## src/emi_defs.vh

```
`ifndef EMI_DEFS_VH
`define EMI_DEFS_VH
// Register byte offsets
`define EMI_OFF_RX_EN 8'h00
`define EMI_OFF_TX_EN 8'h04
`define EMI_OFF_RXTH_EN 8'h08
`define EMI_OFF_MISC_EN 8'h0C
`define EMI_OFF_PACE_CTL 8'h10
`define EMI_OFF_RX_MAX 8'h14
`define EMI_OFF_TX_MAX 8'h18
`define EMI_OFF_MGMT_CTL 8'h20
`define EMI_OFF_MGMT_ALIVE 8'h24
`define EMI_OFF_MGMT_LINK 8'h28
`define EMI_OFF_MGMT_STAT 8'h2C
// Field positions
`define EMI_PACE_TX_BIT 16
`define EMI_PACE_RX_BIT 17
`define EMI_MGMT_EN_BIT 31
`define EMI_MGMT_PRE_BIT 20
`define EMI_DONE_BIT 0
// Reset values
`define EMI_RST_EN8 8'h00
`define EMI_RST_EN4 4'h0
`define EMI_RST_PACE 32'h00000000
`define EMI_RST_MAX 8'h00
// Timing
`define EMI_CLK_NS 40
`define EMI_MGMT_TARGET_NS 1000
`define EMI_DIV_RST (`EMI_MGMT_TARGET_NS / `EMI_CLK_NS - 1)
`define EMI_DIV_MIN 2'h3
`define EMI_PACE_BASE_NS 4000
`define EMI_WINDOW_NS 1000000
`define EMI_WINDOW_TICKS (`EMI_WINDOW_NS / `EMI_PACE_BASE_NS)
// Management frame layout, in bit slots
`define EMI_PRE_BITS 6'h20
`define EMI_HDR_END 46
`define EMI_TA_BIT 47
`define EMI_LAST_BIT 63
`define EMI_STAT_REG 5'h01
`define EMI_LINK_BIT 2
`endif

```

## src/emi_mdio.v

```verilog
`timescale 1ns/1ps
`include "emi_defs.vh"
// Management engine: polls all PHY addresses with read frames of the status register
module emi_mdio #(
   parameter DIV_W = 16
) (
   input wire clk, // System clock
   input wire rst_n, // Synchronous reset, active low
   input wire enable, // Engine enable
   input wire pre_sup, // Skip the preamble
   input wire [DIV_W-1:0] div, // Clock divider
   input wire mdio_i, // Management data pin, input side
   output reg mdc_q, // Management clock
   output reg mdio_o_q, // Management data, output side
   output reg mdio_oe_n_q, // Output enable, low while driving
   output reg [31:0] alive_q, // PHY answered at this address
   output reg [31:0] link_q, // Link bit of that PHY
   output reg done_q, // A full sweep has completed
   output reg [4:0] addr_q // Address now being polled
);
   reg sy1_q;
   reg sy2_q;
   reg [DIV_W-1:0] cnt_q;
   reg [5:0] bit_q;
   reg ta_q;
   reg [15:0] data_q;
   wire [DIV_W-1:0] divm;
   wire [DIV_W-1:0] half;
   wire [13:0] hdr;
   wire [5:0] idx;
   wire [5:0] first_bit;
   wire [15:0] data_nx;

   // Floor of three: the pin reaches logic two clocks late, so shorter slots read stale data
   assign divm = (div < {{(DIV_W-2){1'b0}}, `EMI_DIV_MIN}) ?
      {{(DIV_W-2){1'b0}}, `EMI_DIV_MIN} : div;
   assign half = (divm + {{(DIV_W-1){1'b0}}, 1'b1}) >> 1;
   // Start, read opcode, PHY address, status register
   assign hdr = {4'h6, addr_q, `EMI_STAT_REG};
   assign idx = 6'h2D - bit_q;
   assign first_bit = pre_sup ? `EMI_PRE_BITS : 6'h00;
   // Data word as it stands once the current sample is shifted in
   assign data_nx = {data_q[14:0], sy2_q};

   // Pin synchroniser
   always @(posedge clk) begin
      if (!rst_n) begin
         sy1_q <= 1'b0;
         sy2_q <= 1'b0;
      end else begin
         sy1_q <= mdio_i;
         sy2_q <= sy1_q;
      end
   end

   // Bit engine: drive on the low phase, sample and step at period end
   always @(posedge clk) begin
      if (!rst_n) begin
         cnt_q <= {DIV_W{1'b0}};
         bit_q <= 6'h00;
         addr_q <= 5'h00;
         ta_q <= 1'b1;
         data_q <= 16'h0000;
         alive_q <= 32'h00000000;
         link_q <= 32'h00000000;
         done_q <= 1'b0;
         mdc_q <= 1'b0;
         mdio_o_q <= 1'b1;
         mdio_oe_n_q <= 1'b1;
      end else if (!enable) begin
         cnt_q <= {DIV_W{1'b0}};
         bit_q <= first_bit;
         addr_q <= 5'h00;
         done_q <= 1'b0; // Presence is stale until a new sweep ends
         mdc_q <= 1'b0;
         mdio_oe_n_q <= 1'b1;
      end else begin
         cnt_q <= (cnt_q >= divm) ? {DIV_W{1'b0}} : cnt_q + {{(DIV_W-1){1'b0}}, 1'b1};
         if (cnt_q == {DIV_W{1'b0}}) begin
            mdc_q <= 1'b0;
            if (bit_q < `EMI_PRE_BITS) begin
               mdio_o_q <= 1'b1;
               mdio_oe_n_q <= 1'b0;
            end else if (bit_q < `EMI_HDR_END) begin
               mdio_o_q <= hdr[idx[3:0]];
               mdio_oe_n_q <= 1'b0;
            end else begin
               mdio_oe_n_q <= 1'b1; // Turnaround and data belong to the PHY
            end
         end
         if (cnt_q == half) begin
            mdc_q <= 1'b1;
         end
         if (cnt_q >= divm) begin
            // Sampled late in the high phase, where the synchronised pin has settled
            if (bit_q == `EMI_TA_BIT) begin
               ta_q <= sy2_q;
            end
            if (bit_q > `EMI_TA_BIT) begin
               data_q <= data_nx;
            end
            if (bit_q == `EMI_LAST_BIT) begin
               // A PHY pulls the second turnaround bit low; the pull-up reads high
               alive_q[addr_q] <= ~ta_q;
               link_q[addr_q] <= ~ta_q & data_nx[`EMI_LINK_BIT];
               if (addr_q == 5'h1F) begin
                  done_q <= 1'b1;
               end
               addr_q <= addr_q + 5'h01; // Wraps to 0 and keeps polling
               bit_q <= first_bit;
            end else begin
               bit_q <= bit_q + 6'h01;
            end
         end
      end
   end
endmodule // emi_mdio

```

## src/emi_top.v

```verilog
// Implementation choices: register access over AXI4-Lite and the address map.
`timescale 1ns/1ps
`include "emi_defs.vh"
module emi_top #(
   parameter DIV_W = 16,
   parameter CNT_W = 8
) (
   input wire CLK_SYS, // System clock, 25 MHz
   input wire RESETN, // Synchronous reset, active low
   input wire [7:0] AWADDR, // Write address
   input wire AWVALID, // Write address valid
   output reg AWREADY, // Write address ready
   input wire [31:0] WDATA, // Write data
   input wire [3:0] WSTRB, // Byte strobes
   input wire WVALID, // Write data valid
   output reg WREADY, // Write data ready
   output reg [1:0] BRESP, // Write response
   output reg BVALID, // Write response valid
   input wire BREADY, // Write response ready
   input wire [7:0] ARADDR, // Read address
   input wire ARVALID, // Read address valid
   output reg ARREADY, // Read address ready
   output reg [31:0] RDATA, // Read data
   output reg [1:0] RRESP, // Read response
   output reg RVALID, // Read data valid
   input wire RREADY, // Read data ready
   input wire [7:0] RX_EVT, // Receive channel interrupt levels
   input wire [7:0] TX_EVT, // Transmit channel interrupt levels
   input wire [7:0] RXTH_EVT, // Receive threshold levels
   input wire [3:0] MISC_EVT, // Miscellaneous levels
   output wire RX_IRQ, // Receive interrupt to CPU
   output wire TX_IRQ, // Transmit interrupt to CPU
   output reg RXTH_IRQ, // Threshold interrupt to CPU
   output reg MISC_IRQ, // Miscellaneous interrupt to CPU
   output wire MDC, // Management clock
   input wire MDIO_I, // Management data in
   output wire MDIO_O, // Management data out
   output wire MDIO_OE_N // Management data enable, low drives
);
   reg [7:0] wrap_rx_irq_en_q;
   reg [7:0] wrap_tx_irq_en_q;
   reg [7:0] wrap_rx_low_buf_irq_en_q;
   reg [3:0] wrap_other_irq_en_q;
   reg [31:0] wrap_pacing_ctl_q;
   reg [CNT_W-1:0] rx_irq_per_ms_limit_q;
   reg [CNT_W-1:0] tx_irq_per_ms_limit_q;
   reg [31:0] mgmt_ctl_q;
   reg [7:0] aw_addr_q;
   reg aw_have_q;
   reg [31:0] w_data_q;
   reg [3:0] w_strb_q;
   reg w_have_q;
   reg [15:0] pre_q;
   reg [15:0] win_q;
   reg win_tick_q;
   wire [31:0] alive;
   wire [31:0] link;
   wire sweep_done;
   wire [4:0] cur_addr;
   wire [1:0] pace_lvl;
   wire [1:0] pace_en;
   wire [2*CNT_W-1:0] pace_lim;
   wire [1:0] pace_irq;

   // Byte-lane merge for writes with strobes
   function [31:0] strb_merge;
      input [31:0] old_v;
      input [31:0] new_v;
      input [3:0] strb;
      integer k;
      begin
         strb_merge = old_v;
         for (k = 0; k < 4; k = k + 1) begin
            if (strb[k]) begin
               strb_merge[8*k +: 8] = new_v[8*k +: 8];
            end
         end
      end
   endfunction

   // Shared decode: is this word offset mapped
   function is_mapped;
      input [7:0] a;
      begin
         case (a)
            `EMI_OFF_RX_EN, `EMI_OFF_TX_EN, `EMI_OFF_RXTH_EN, `EMI_OFF_MISC_EN,
            `EMI_OFF_PACE_CTL, `EMI_OFF_RX_MAX, `EMI_OFF_TX_MAX, `EMI_OFF_MGMT_CTL,
            `EMI_OFF_MGMT_ALIVE, `EMI_OFF_MGMT_LINK, `EMI_OFF_MGMT_STAT: is_mapped = 1'b1;
            default: is_mapped = 1'b0;
         endcase
      end
   endfunction

   // Read mux; enable and limit fields sit in low bits, the rest read zero
   function [31:0] rd_mux;
      input [7:0] a;
      reg [31:0] m;
      begin
         m = mgmt_ctl_q;
         case (a)
            `EMI_OFF_RX_EN: rd_mux = {24'h000000, wrap_rx_irq_en_q};
            `EMI_OFF_TX_EN: rd_mux = {24'h000000, wrap_tx_irq_en_q};
            `EMI_OFF_RXTH_EN: rd_mux = {24'h000000, wrap_rx_low_buf_irq_en_q};
            `EMI_OFF_MISC_EN: rd_mux = {28'h0000000, wrap_other_irq_en_q};
            `EMI_OFF_PACE_CTL: rd_mux = wrap_pacing_ctl_q;
            `EMI_OFF_RX_MAX: rd_mux = {{(32-CNT_W){1'b0}}, rx_irq_per_ms_limit_q};
            `EMI_OFF_TX_MAX: rd_mux = {{(32-CNT_W){1'b0}}, tx_irq_per_ms_limit_q};
            `EMI_OFF_MGMT_CTL: rd_mux = m;
            `EMI_OFF_MGMT_ALIVE: rd_mux = alive;
            `EMI_OFF_MGMT_LINK: rd_mux = link;
            `EMI_OFF_MGMT_STAT: rd_mux = {19'h00000, cur_addr, 7'h00, sweep_done};
            default: rd_mux = 32'h00000000;
         endcase
      end
   endfunction

   // Write channel: address and data taken in either order, response after both
   always @(posedge CLK_SYS) begin
      if (!RESETN) begin
         AWREADY <= 1'b1;
         WREADY <= 1'b1;
         BVALID <= 1'b0;
         BRESP <= 2'h0;
         aw_addr_q <= 8'h00;
         aw_have_q <= 1'b0;
         w_data_q <= 32'h00000000;
         w_strb_q <= 4'h0;
         w_have_q <= 1'b0;
         wrap_rx_irq_en_q <= `EMI_RST_EN8;
         wrap_tx_irq_en_q <= `EMI_RST_EN8;
         wrap_rx_low_buf_irq_en_q <= `EMI_RST_EN8;
         wrap_other_irq_en_q <= `EMI_RST_EN4;
         wrap_pacing_ctl_q <= `EMI_RST_PACE;
         rx_irq_per_ms_limit_q <= `EMI_RST_MAX;
         tx_irq_per_ms_limit_q <= `EMI_RST_MAX;
         mgmt_ctl_q <= `EMI_DIV_RST;
      end else begin
         if (AWREADY && AWVALID) begin
            aw_addr_q <= {AWADDR[7:2], 2'b00};
            aw_have_q <= 1'b1;
            AWREADY <= 1'b0;
         end
         if (WREADY && WVALID) begin
            w_data_q <= WDATA;
            w_strb_q <= WSTRB;
            w_have_q <= 1'b1;
            WREADY <= 1'b0;
         end
         if (aw_have_q && w_have_q && !BVALID) begin
            aw_have_q <= 1'b0;
            w_have_q <= 1'b0;
            BVALID <= 1'b1;
            BRESP <= is_mapped(aw_addr_q) ? 2'h0 : 2'h2;
            case (aw_addr_q)
               // Per-source enables, eight or four wide
               `EMI_OFF_RX_EN: wrap_rx_irq_en_q <= w_strb_q[0] ? w_data_q[7:0] : wrap_rx_irq_en_q;
               `EMI_OFF_TX_EN: wrap_tx_irq_en_q <= w_strb_q[0] ? w_data_q[7:0] : wrap_tx_irq_en_q;
               `EMI_OFF_RXTH_EN: wrap_rx_low_buf_irq_en_q <=
                  w_strb_q[0] ? w_data_q[7:0] : wrap_rx_low_buf_irq_en_q;
               `EMI_OFF_MISC_EN: wrap_other_irq_en_q <=
                  w_strb_q[0] ? w_data_q[3:0] : wrap_other_irq_en_q;
               `EMI_OFF_PACE_CTL: wrap_pacing_ctl_q <=
                  strb_merge(wrap_pacing_ctl_q, w_data_q, w_strb_q) & 32'h0003FFFF;
               `EMI_OFF_RX_MAX: rx_irq_per_ms_limit_q <=
                  w_strb_q[0] ? w_data_q[CNT_W-1:0] : rx_irq_per_ms_limit_q;
               `EMI_OFF_TX_MAX: tx_irq_per_ms_limit_q <=
                  w_strb_q[0] ? w_data_q[CNT_W-1:0] : tx_irq_per_ms_limit_q;
               // Enable, preamble suppress and divider in one word
               `EMI_OFF_MGMT_CTL: mgmt_ctl_q <=
                  strb_merge(mgmt_ctl_q, w_data_q, w_strb_q) & 32'h8010FFFF;
               default: mgmt_ctl_q <= mgmt_ctl_q;
            endcase
         end
         if (BVALID && BREADY) begin
            BVALID <= 1'b0;
            AWREADY <= 1'b1;
            WREADY <= 1'b1;
         end
      end
   end

   // Read channel: data one cycle after the address is taken
   always @(posedge CLK_SYS) begin
      if (!RESETN) begin
         ARREADY <= 1'b1;
         RVALID <= 1'b0;
         RDATA <= 32'h00000000;
         RRESP <= 2'h0;
      end else if (ARREADY && ARVALID) begin
         ARREADY <= 1'b0;
         RVALID <= 1'b1;
         RDATA <= rd_mux({ARADDR[7:2], 2'b00});
         RRESP <= is_mapped({ARADDR[7:2], 2'b00}) ? 2'h0 : 2'h2;
      end else if (RVALID && RREADY) begin
         RVALID <= 1'b0;
         ARREADY <= 1'b1;
      end
   end

   // Pacing time base: low field counts clocks per tick, ticks make one millisecond window
   always @(posedge CLK_SYS) begin
      if (!RESETN) begin
         pre_q <= 16'h0000;
         win_q <= 16'h0000;
         win_tick_q <= 1'b0;
      end else begin
         win_tick_q <= 1'b0;
         if (pre_q >= wrap_pacing_ctl_q[15:0]) begin
            pre_q <= 16'h0000;
            if (win_q >= `EMI_WINDOW_TICKS - 1) begin
               win_q <= 16'h0000;
               win_tick_q <= 1'b1;
            end else begin
               win_q <= win_q + 16'h0001;
            end
         end else begin
            pre_q <= pre_q + 16'h0001;
         end
      end
   end

   assign pace_lvl = {|(RX_EVT & wrap_rx_irq_en_q), |(TX_EVT & wrap_tx_irq_en_q)};
   assign pace_en = {wrap_pacing_ctl_q[`EMI_PACE_RX_BIT], wrap_pacing_ctl_q[`EMI_PACE_TX_BIT]};
   assign pace_lim = {rx_irq_per_ms_limit_q, tx_irq_per_ms_limit_q};

   // Paced lines: a new assertion is allowed only while under the per-window limit;
   // an asserted line holds so a level is never chopped mid-service
   genvar gi;
   generate
      for (gi = 0; gi < 2; gi = gi + 1) begin : g_pace
         reg irq_q;
         reg [CNT_W-1:0] cnt_q;
         wire want;
         assign want = pace_lvl[gi] &&
            (irq_q || !pace_en[gi] || cnt_q < pace_lim[gi*CNT_W +: CNT_W]);
         assign pace_irq[gi] = irq_q;
         always @(posedge CLK_SYS) begin
            if (!RESETN) begin
               irq_q <= 1'b0;
               cnt_q <= {CNT_W{1'b0}};
            end else begin
               irq_q <= want;
               if (win_tick_q) begin
                  cnt_q <= {CNT_W{1'b0}};
               end else if (want && !irq_q && cnt_q != {CNT_W{1'b1}}) begin
                  cnt_q <= cnt_q + {{(CNT_W-1){1'b0}}, 1'b1};
               end
            end
         end
      end
   endgenerate
   assign RX_IRQ = pace_irq[1];
   assign TX_IRQ = pace_irq[0];

   // Unpaced lines
   always @(posedge CLK_SYS) begin
      if (!RESETN) begin
         RXTH_IRQ <= 1'b0;
         MISC_IRQ <= 1'b0;
      end else begin
         RXTH_IRQ <= |(RXTH_EVT & wrap_rx_low_buf_irq_en_q);
         MISC_IRQ <= |(MISC_EVT & wrap_other_irq_en_q);
      end
   end

   // Management engine
   emi_mdio #(
      .DIV_W(DIV_W)
   ) u_mdio (
      .clk(CLK_SYS),
      .rst_n(RESETN),
      .enable(mgmt_ctl_q[`EMI_MGMT_EN_BIT]),
      .pre_sup(mgmt_ctl_q[`EMI_MGMT_PRE_BIT]),
      .div(mgmt_ctl_q[DIV_W-1:0]),
      .mdio_i(MDIO_I),
      .mdc_q(MDC),
      .mdio_o_q(MDIO_O),
      .mdio_oe_n_q(MDIO_OE_N),
      .alive_q(alive),
      .link_q(link),
      .done_q(sweep_done),
      .addr_q(cur_addr)
   );
endmodule // emi_top

```

## config.mk

```make
export PLATFORM = sky130hd
export DESIGN_NAME = emi_top
export DESIGN_NICKNAME = d
export VERILOG_FILES = /design/src/emi_mdio.v /design/src/emi_top.v
export VERILOG_INCLUDE_DIRS = /design/src
export SDC_FILE = /design/constraint.sdc
export NUM_CORES = 1
export LEC_CHECK = 0
export ABC_AREA = 0
export BUFFER_PORTS_ARGS = -buffer_cell sky130_fd_sc_hd__buf_2
export CAP_MARGIN = 20
export CORE_UTILIZATION = 60
export CTS_BUF_LIST = sky130_fd_sc_hd__clkbuf_16
export DETAILED_ROUTE_END_ITERATION = 12
export HOLD_SLACK_MARGIN = 0.05
export PLACE_DENSITY = 0.81
export REMOVE_ABC_BUFFERS = 1
export SYNTH_ARGS = -nofsm -noshare
export SYNTH_HDL_FRONTEND = slang
export SYNTH_SLANG_ARGS = --single-unit
export TNS_END_PERCENT = 50
```

## constraint.sdc

```tcl
create_clock -name CLK_SYS -period 3.2 [get_ports CLK_SYS]
set_input_delay 0 -clock CLK_SYS [delete_from_list [all_inputs] [get_ports CLK_SYS]]
set_output_delay 0 -clock CLK_SYS [all_outputs]
set_load 0.05 [all_outputs]
```

== After elaboration in Yosys (flattened, before gate mapping) ==
Cells that the tools add are included.
Cells by class
  eq/ne operators: 27
  muxes and demuxes: 32
  bitwise operators: 8
  add/subtract/negate cells: 9
  reduce and logical (&&, ||, !) cells: 61
  magnitude comparators: 12
Operators with widths (number)
  $pmux 32 s11: 1
  $add 16x1->16 const B: 4
  $bwmux 32: 2
  $reduce_and 3->1: 18
  $eq 6x4->1 const B: 8
  $eq 6x3->1 const B: 6
  $ge 16x16->1: 2
  $mux 16: 2
  $and 8x8->8: 3
  $eq 6x2->1 const B: 4
  $mux 6: 4
  $reduce_or 8->1: 3
  $reduce_or 11->1: 2
  $mux 1: 19
  $add 8x1->8 const B: 2
  $eq 16x15->1: 1
  $ge 16x8->1 const B: 1
  $logic_not 16->1: 1
  $lt 16x2->1 const B: 1
  $lt 8x8->1: 2
  $ne 8x8->1 const B: 2
  $logic_and 1x1->1: 14
  $eq 6x1->1 const B: 2
  $eq 6x6->1 const B: 2
  other kinds (25): 43
Word-level totals
  word-level logic and storage cells: 197
  bits in registers: 318
  output and inout port bits: 48
  bits of input ports: 88

== Longest topological paths before layout ==
Gate-level depths: netlist (run 1).
  word-level depth: 6
  depth in mapped cells: 13
  mapped depth without buffers: 10

== By module ==
Synthesis (run 1) repeated with hierarchy kept, for this count alone.
Unflattened totals
  cell total of the unflattened synthesis: 1804
  area, all modules: 15290.9 um2
By module, submodules not included
  emi_top: area an instance 9803.2 um2, instances 1, cells an instance 1189, sequential area each 4083.9 um2
  emi_mdio: area an instance 5487.8 um2, instances 1, cells an instance 615, sequential area each 2001.9 um2

== Worst setup path after synthesis (run 1) ==
OpenSTA, ideal clock, no wires.
  path type: reg2reg
  start: register mgmt_ctl_q[8]
  end: register u_mdio.alive_q[11]
  required time: 3.084 ns
  clock period less this slack: 2.826 ns
  cell stages (with the launch flop): 12
  setup time: 0.116 ns
  arrival: 2.710 ns
  path buffers: 1
  slack: 0.374 ns
  cells stage by stage: dfxtp_1 > buf_2 > nor4_1 > nand4_1 > nand2b_1 > ha_1 > nand2b_1 > a311oi_1 > o221ai_1 > o211ai_1 > a21boi_0 > o211a_1
Between the ends
  cells in the longest elaborated chain, start to end: 4
RTL lines
  from (decl): line emi_top.v:47  | reg [31:0] mgmt_ctl_q;
  from (signal assigned): line emi_top.v:136  | mgmt_ctl_q <= `EMI_DIV_RST;
  from (signal assigned): line emi_top.v:169  | `EMI_OFF_MGMT_CTL: mgmt_ctl_q <=
  from (signal assigned): line emi_top.v:171  | default: mgmt_ctl_q <= mgmt_ctl_q;
  $lt 16x2->1: line emi_mdio.v:35  | assign divm = (div < {{(DIV_W-2){1'b0}}, `EMI_DIV_MIN}) ?
  $mux 16 (*): line emi_mdio.v:35
  $ge 16x16->1 (*): line emi_mdio.v:94  | if (cnt_q >= divm) begin
  $reduce_and 3->1 (no line) (*)
  to (signal, indexed assignment): line emi_mdio.v:104  | alive_q[addr_q] <= ~ta_q;
  to (decl): line emi_mdio.v:16  | output reg [31:0] alive_q,
Mark *: on every way between the ends. The rest lies on a longest branch, timed or not.
A chain may end at the register's enable or synchronous reset.

== Worst setup path after layout (run 1) ==
  start: register mgmt_ctl_q[4]
  end: register u_mdio.alive_q[24]
The elaborated chain is that of the path after synthesis.

==> metrics.md, run 1 <==
| Metric | Value |
|---|---|
| Status | `finished clean` |
| Grt total ovfl | `0` |
| CTS Sinks | `about 300` |
| Vias per inst | `around 6.4` |
| CP peak stage delay | `approximately 0.38 ns` |
| Routed via count | `~15k` |
| Synth unique cells | `76` |
| Cells after synthesis | `about 1.8k` |
| Slew @ Worst Pin | `approximately 0.94 ns` |
| Yosys warns | `0` |
| Kind of critical path | `register to register` |
| Largest net degree at the start of global routing | `110` |
| Top-Level Pins | `approximately 140` |
| HP Class | `primary input to register` |
| PortBufs | `117` |
| Crit path capture type | `register` |
| CTS tree | `yes` |
| Setup TNS | `0 ns` |
| Tmin final | `3.045 ns` |
| Final WL | `about 46 mm` |
| Core box area | `about 25,000 µm²` |
| Initial Utilization | `0.6115` |
| Top_reg_cell synth | `dfxtp_1` |
| GRT Total Usage | `0.3482` |
| Worst Path Required | `3.62 ns` |
| Total CTS buffers | `34` |
| Die H | `162.2 µm` |
| Router iterations before antenna repair | `8` |
| Area Growth Syn to Fin | `17.02%` |
| Maximum fanout along the worst path | `26` |
| # setup viols final | `0` |
| Nets | `2,091` |
| Worst path slowest cell | `nor4_1` |
| RePlAce Congestion | `around 0.95` |
| Count leader, synth | `dfxtp_1` |
| Most frequent CP cell | `nand2b_1` |
| Post-synth EDFFs | `0` |
| CP Launch Type | `register` |
| Clk root buf | `clkbuf_16` |
| Pins Over Slew Limit | `0` |
| Fin crit share | `0.9516` |
| Rel. slew slack | `0.3760` |
| Leading area contributor after synthesis | `dfxtp_1` |
| Chip width | `between 150 and 200 µm` |
| Antenna violations before repair | `2` |
| Yosys reg bits | `304` |
| Final hold violations | `0` |
| Synth async-reset ratio | `0` |
| Avg Cell Area, Syn | `around 8.5 µm²` |
| Final ANT Viol Nets | `0` |
| CP Data Arrival Time | `about 3.5 ns` |
| Synth cell count leaders | `dfxtp_1 (304), nand2_1 (235), a21oi_1 (143), nor2_1 (129), clkbuf_1 (104)` |
| Clock transition at path regs | `around 0.06 ns` |
| HPWL Detailed | `about 30 mm` |
| Lkg Pwr | `between 7 and 8 nW` |
| Peak supply drop | `between 0.3 and 0.4 mV` |
| DRT iter0 DRCs | `between 1k and 1.5k` |
| Routed len/inst | `a little over 20 µm` |
| Clk_skew | `0.02433 ns` |
| Antenna cells | `0` |
| Htree depth | `2` |
| Residual DRC | `0` |
| RSZ-0062 raised after global routing | `false` |
| Number of max-cap violations | `0` |
| Largest cells by area after synthesis | `dfxtp_1 (40%), nand2_1 (5.7%), mux2i_1 (5.7%), ha_1 (5.1%), a21oi_1 (4.6%)` |
| Die Area | `approximately 26,000 µm²` |
| Synth Cell Area | `roughly 15,000 µm²` |
| PD cells | `~460 nW/µm²` |
| Vias in the first global route | `around 14k` |
| Tot Pwr | `around 8.2 mW` |
| Top cell type's share of synthesized area | `0.3952` |
| Clock Path Buffers | `3` |
| Site row count | `between 50 and 60` |
| Clock latency on the worst-skew pair | `about 0.52 ns` |
| First-pass GRT wire length | `around 73 mm` |
| Post-synthesis sequential area ratio | `0.3952` |
| Ratio of cells with drive above 1 in the final layout | `0.1212` |
| FMAX | `around 0.33 GHz` |
| Cell breakdown of the critical path | `nor4_1 > nand4_1 > nand2b_1 > ha_1 > nand2b_1 > a311oi_1 > o221a_2 > a21oi_4 > buf_12 > o211ai_1 > mux2i_1` |
[repair_timing]
item                                    CTS  global route
endpoints found under the hold margin    49             0
gates resized for setup                   0             2
hold buffers                             57             0
endpoints found under the setup margin    0            14
setup buffers                             0             0
[routing by layer]
metal / wire [µm] / part of all wire / vias to the layer above / global-route usage
met5: 13 / 0.00028 / - / 0
met4: 2178 / 0.047 / 2 / 0.1694
met3: 4146 / 0.089 / 155 / 0.07048
met2: 21830 / 0.47 / 720 / 0.5782
met1: 18280 / 0.39 / 6988 / 0.4305
li1: - / - / 6813 / -
[layout make-up]
class | instances | area, µm²
well taps | 330 | 412.9
clock inverters | 24 | 236.5
clock buffers | 35 | 875.8
fillers | 1887 | 7161
multi-input cells | 1307 | 8558
flip-flops and latches | 304 | 6086
inverters | 70 | 265.3
repair buffers | 223 | 1587
[power breakdown]
group,internal [mW],switching (mW)
clock network,2.38,1.60
logic,0.139,0.244
registers,3.82,0.0527
[sequential cells by signal, indices dropped and copies added, names as in the netlist, 2 cells and up]
name / cells
w_strb_q: 4
g_pace.cnt_q: 16
u_mdio.addr_q: 5
u_mdio.cnt_q: 16
u_mdio.link_q: 32
pre_q: 16
aw_addr_q: 6
tx_irq_per_ms_limit_q: 8
u_mdio.alive_q: 32
rx_irq_per_ms_limit_q: 8
mgmt_ctl_q: 18
wrap_rx_irq_en_q: 8
wrap_tx_irq_en_q: 8
wrap_rx_low_buf_irq_en_q: 8
RDATA: 32
wrap_pacing_ctl_q: 18
wrap_other_irq_en_q: 4
w_data_q: 20
u_mdio.bit_q: 6
win_q: 16
u_mdio.data_q: 2
[placed cells by master (no fill, tap or decap), drive strengths merged, types with 35 or more instances in the layout]
master / n
mux2i: 88
a22oi: 40
nor2: 130
dfxtp: 304
a21oi: 144
o211a: 49
dlygate4sd3: 57
nand2: 235
ha: 63
clkbuf: 35
o21ai: 55
nand3: 83
inv: 78
buf: 166
[final timing paths]
kind                              start                              end  slack, ns  depth (start not counted)
min reg2reg     u_mdio.sy1_q$_SDFF_PN0_          u_mdio.sy2_q$_SDFF_PN0_       0.45                          1
max reg2reg  mgmt_ctl_q[4]$_SDFFE_PN1P_  u_mdio.alive_q[24]$_SDFFE_PN0P_       0.15                         11
min                           TX_EVT[4]                TX_IRQ$_SDFF_PN0_       0.08                          5
max          mgmt_ctl_q[4]$_SDFFE_PN1P_  u_mdio.alive_q[24]$_SDFFE_PN0P_       0.15                         11
[per-stage QoR]
stage,utilization,cell area (µm²),worst slack [ns],std cells,hold slack [ns]
6_report,0.7156,18020,0.1549,2293,0.07601
5_1_grt,0.7156,18020,0.06084,2293,0.1208
4_1_cts,0.7151,18010,0.1479,2293,0.05100
3_5_place_dp,0.6483,16330,0.1876,2177,0.2177
3_3_place_gp,0.6483,16330,0.2132,2177,0.2106
2_1_floorplan,-,14880,-0.3803,1681,0.06194
[cells by family (layout without fill, tap and decap cells)]
kind of cell    count (synthesis)  in the layout  synth area share
flops                         304            304            0.3952
xor+xnor                       51             51           0.02901
simple gates                  622            622            0.1890
buf+inv                       199            352           0.05094
mux                            99             99           0.06670
compound gates                469            469            0.2171
fa+ha+maj                      64             64           0.05184
other cells                     1              2         0.0002435
[critical path, delay by kind of cell, from the launching register on]
family                     cells  cell delay, ns
DFF                            1            0.31
buffers and inverters          1            0.16
muxes                          1            0.26
AOI/OAI and AO/OA              4            1.05
and+or+nand+nor                4            0.94
adders and majority gates      1            0.24
Power figures use the tool's default switching activity.
==> inputs of run 2 (changes only) <==
--- a/config.mk
+++ b/config.mk
@@ -9,12 +9,15 @@
 export ABC_AREA = 0
 export BUFFER_PORTS_ARGS = -buffer_cell sky130_fd_sc_hd__buf_2
 export CAP_MARGIN = 20
-export CORE_UTILIZATION = 60
+export CELL_PAD_IN_SITES_DETAIL_PLACEMENT = 1
+export CELL_PAD_IN_SITES_GLOBAL_PLACEMENT = 2
+export CORE_UTILIZATION = 37
 export CTS_BUF_LIST = sky130_fd_sc_hd__clkbuf_16
 export DETAILED_ROUTE_END_ITERATION = 12
 export HOLD_SLACK_MARGIN = 0.05
-export PLACE_DENSITY = 0.81
+export PLACE_DENSITY = 0.82
 export REMOVE_ABC_BUFFERS = 1
+export SLEW_MARGIN = 20
 export SYNTH_ARGS = -nofsm -noshare
 export SYNTH_HDL_FRONTEND = slang
 export SYNTH_SLANG_ARGS = --single-unit
==> run 2 against run 1 <==
- clock skew up 0.0052 ns
- design area increased by 2.9%
- final cell count increased by 9.9%
- critical path depth shrank 1
- worst hold slack gained 0.091 ns
- fmax up 0.69%
- sequential power hardly changed
- flip-flop and latch count stayed put
- count of clock-buffer cells in the layout increased by 2
- non-clock buffer count up 16
- largest cell class unchanged
- largest power group unchanged
- highest routed layer is now met4
==> metrics.md, run 2 (synthesis results as in run 1) <==
| Metric | Value |
|---|---|
| PD cells | `465.1 nW/µm² (+1.8%)` |
| First-pass GRT wire length | `82.10 mm (+13%)` |
| Slew @ Worst Pin | `1.016 ns (+0.07989 ns)` |
| Clock latency on the worst-skew pair | `0.56 ns (+0.04 ns)` |
| CP Launch Type | `register` |
| Final ANT Viol Nets | `0 (unchanged)` |
| CTS Sinks | `304 (unchanged)` |
| Commonest non-fill, non-tap cell in the layout | `dfxtp_1` |
| Core box area | `40,920 µm² (+63%)` |
| Peak supply drop | `0.3816 mV (+14%)` |
| Final hold violations | `0 (unchanged)` |
| # setup viols final | `0 (unchanged)` |
| Die H | `206.0 µm (+27%)` |
| Rel. slew slack | `0.3213 (-0.05466)` |
| Initial Utilization | `0.3763 (-0.2352)` |
| Fin crit share | `0.9451 (-0.006528)` |
| WHS Endpoint | `RDATA[16]$_SDFFE_PN0P_` |
| Area Growth Syn to Fin | `20.38%` |
| RePlAce Congestion | `0.8370 (-12%)` |
| Vias in the first global route | `14.78k (+4.7%)` |
| Post-DP Area | `16,630 µm² (+1.8%)` |
| Largest net degree at the start of global routing | `88 (-20%)` |
| Pins Over Slew Limit | `0 (unchanged)` |
| CP Data Arrival Time | `3.46 ns (about the same)` |
| Clk root buf | `clkbuf_16` |
| Lkg Pwr | `7.627 nW (+1.8%)` |
| FMAX | `0.3307 GHz (+0.69%)` |
| Status | `finished clean` |
| Crit path capture type | `register` |
| Tmin final | `3.024 ns (-0.02089 ns)` |
| Die Area | `42,440 µm² (+61%)` |
| Worst hold slack | `0.1674 ns (+0.09142 ns)` |
| Worst slack, placed | `0.08165 ns (-0.1059 ns)` |
| Maximum fanout along the worst path | `4 (-85%)` |
| RSZ-0062 raised after global routing | `false` |
| Final setup margin | `0.1758 ns (+0.02089 ns)` |
| Min-delay src | `ARADDR[4]` |
| CTS tree | `yes` |
| Hold path cells | `5 (unchanged)` |
| Total CTS buffers | `37 (+8.8%)` |
| Clock Path Buffers | `3 (unchanged)` |
| HP Class | `primary input to register` |
| Routed via count | `14.39k (-1.9%)` |
| Vias per inst | `5.709 (-11%)` |
| Htree depth | `2 (unchanged)` |
| Grt total ovfl | `0 (unchanged)` |
| HPWL Detailed | `36.12 mm (+19%)` |
| Router iterations before antenna repair | `5 (-3)` |
| R2r startpoint | `mgmt_ctl_q[4]$_SDFFE_PN1P_` |
| Antenna violations before repair | `0 (-2)` |
| Ratio of cells with drive above 1 in the final layout | `0.1308 (+0.009542)` |
| DRT iter0 DRCs | `780 (-44%)` |
| Final WL | `51.68 mm (+11%)` |
| Biggest regs | `RDATA: 32 flops, u_mdio.alive_q: 32 flops, u_mdio.link_q: 32 flops` |
| Top-Level Pins | `136 (unchanged)` |
| Design area | `18,540 µm² (+2.9%)` |
| PortBufs | `117 (unchanged)` |
| Chip width | `206.0 µm (+27%)` |
| Routed len/inst | `20.50 µm (+1.2%)` |
| Residual DRC | `0 (unchanged)` |
| Number of max-cap violations | `0 (unchanged)` |
| Nets | `2,110 (+0.91%)` |
| Site row count | `74 (+28%)` |
| Clk_skew | `0.02949 ns (+0.005163 ns)` |
| Worst Path Required | `3.63 ns (about the same)` |
| Clock transition at path regs | `0.06 ns (about the same)` |
| Register-to-Register Path Depth | `10 (-1)` |
| Commonest cells after routing, fill and taps aside | `dfxtp_1 (304), nand2_1 (235), a21oi_1 (143)` |
| Kind of critical path | `register to register` |
| Reg2reg end | `u_mdio.ta_q$_SDFFE_PN1P_` |
| Post-CTS setup buffer count | `0 (unchanged)` |
| Reg2Reg Setup Slack | `0.18 ns (+0.02 ns)` |
| GRT Total Usage | `0.2452 (-0.1031)` |
## run 2: cell type report
type,count,area [µm²]
diodes,1,2.502
clock buffers,37,925.9
clock inverters,31,325.3
well taps,532,665.6
fillers,4810,22390
multi-input cells,1307,8567
repair buffers,239,1702
flip-flops and latches,304,6086
inverters,70,265.3
## run 2: per-stage QoR
| stage | util | TNS [ns] | power, mW | cells |
|---|---|---|---|---|
| final | 0.4530 | 0 | 8.622 | 2521 |
| after global routing | 0.4529 | 0 | 8.895 | 2520 |
| after CTS | 0.4525 | 0 | 8.709 | 2520 |
| after detailed placement | 0.4063 | 0 | 4.281 | 2388 |
| after global placement | 0.4063 | 0 | 4.274 | 2388 |
| after floorplan | - | -16.60 | 4.085 | 1681 |
## run 2: worst max-delay path by stage
stage	start	endpoint	slack, ns	cells after the start
after floorplan	mgmt_ctl_q[8]$_SDFFE_PN0P_	u_mdio.link_q[24]$_SDFFE_PN0P_	-0.38	10
after global placement	mgmt_ctl_q[4]$_SDFFE_PN1P_	u_mdio.ta_q$_SDFFE_PN1P_	0.20	10
after detailed placement	mgmt_ctl_q[4]$_SDFFE_PN1P_	u_mdio.link_q[26]$_SDFFE_PN0P_	0.08	11
after CTS	mgmt_ctl_q[4]$_SDFFE_PN1P_	u_mdio.link_q[26]$_SDFFE_PN0P_	0.07	11
after global routing	mgmt_ctl_q[4]$_SDFFE_PN1P_	u_mdio.link_q[26]$_SDFFE_PN0P_	0.002	11
final	mgmt_ctl_q[4]$_SDFFE_PN1P_	u_mdio.ta_q$_SDFFE_PN1P_	0.18	10
## run 2: power breakdown
part / switching, mW / internal (mW)
registers: 0.0540 / 3.82
logic: 0.243 / 0.143
clock network: 1.75 / 2.61
## run 2: critical path, cell delays in order, from the launching register on
cell and delay (ns):
dfxtp_1 0.32, nor4_2 0.39, nand4_1 0.18, nand2b_1 0.15
ha_1 0.13, nand2b_1 0.12, o211ai_1 0.13, or4_4 0.48
a21o_1 0.28, a2111oi_4 0.37, mux2_1 0.35
## run 2: metal layers
| layer | track usage | vias to the layer above | routed length [µm] |
|---|---|---|---|
| li1 | - | 6867 | - |
| met1 | 0.3199 | 7095 | 23500 |
| met5 | 0 | - | 0 |
| met2 | 0.4093 | 337 | 24320 |
| met3 | 0.03500 | 94 | 2357 |
| met4 | 0.08902 | 0 | 1501 |
## run 2: timing repair
action | CTS | global route
setup endpoints to repair | 0 | 66
endpoints found under the hold margin | 72 | 0
hold buffers | 64 | 0
resized for setup | 0 | 3
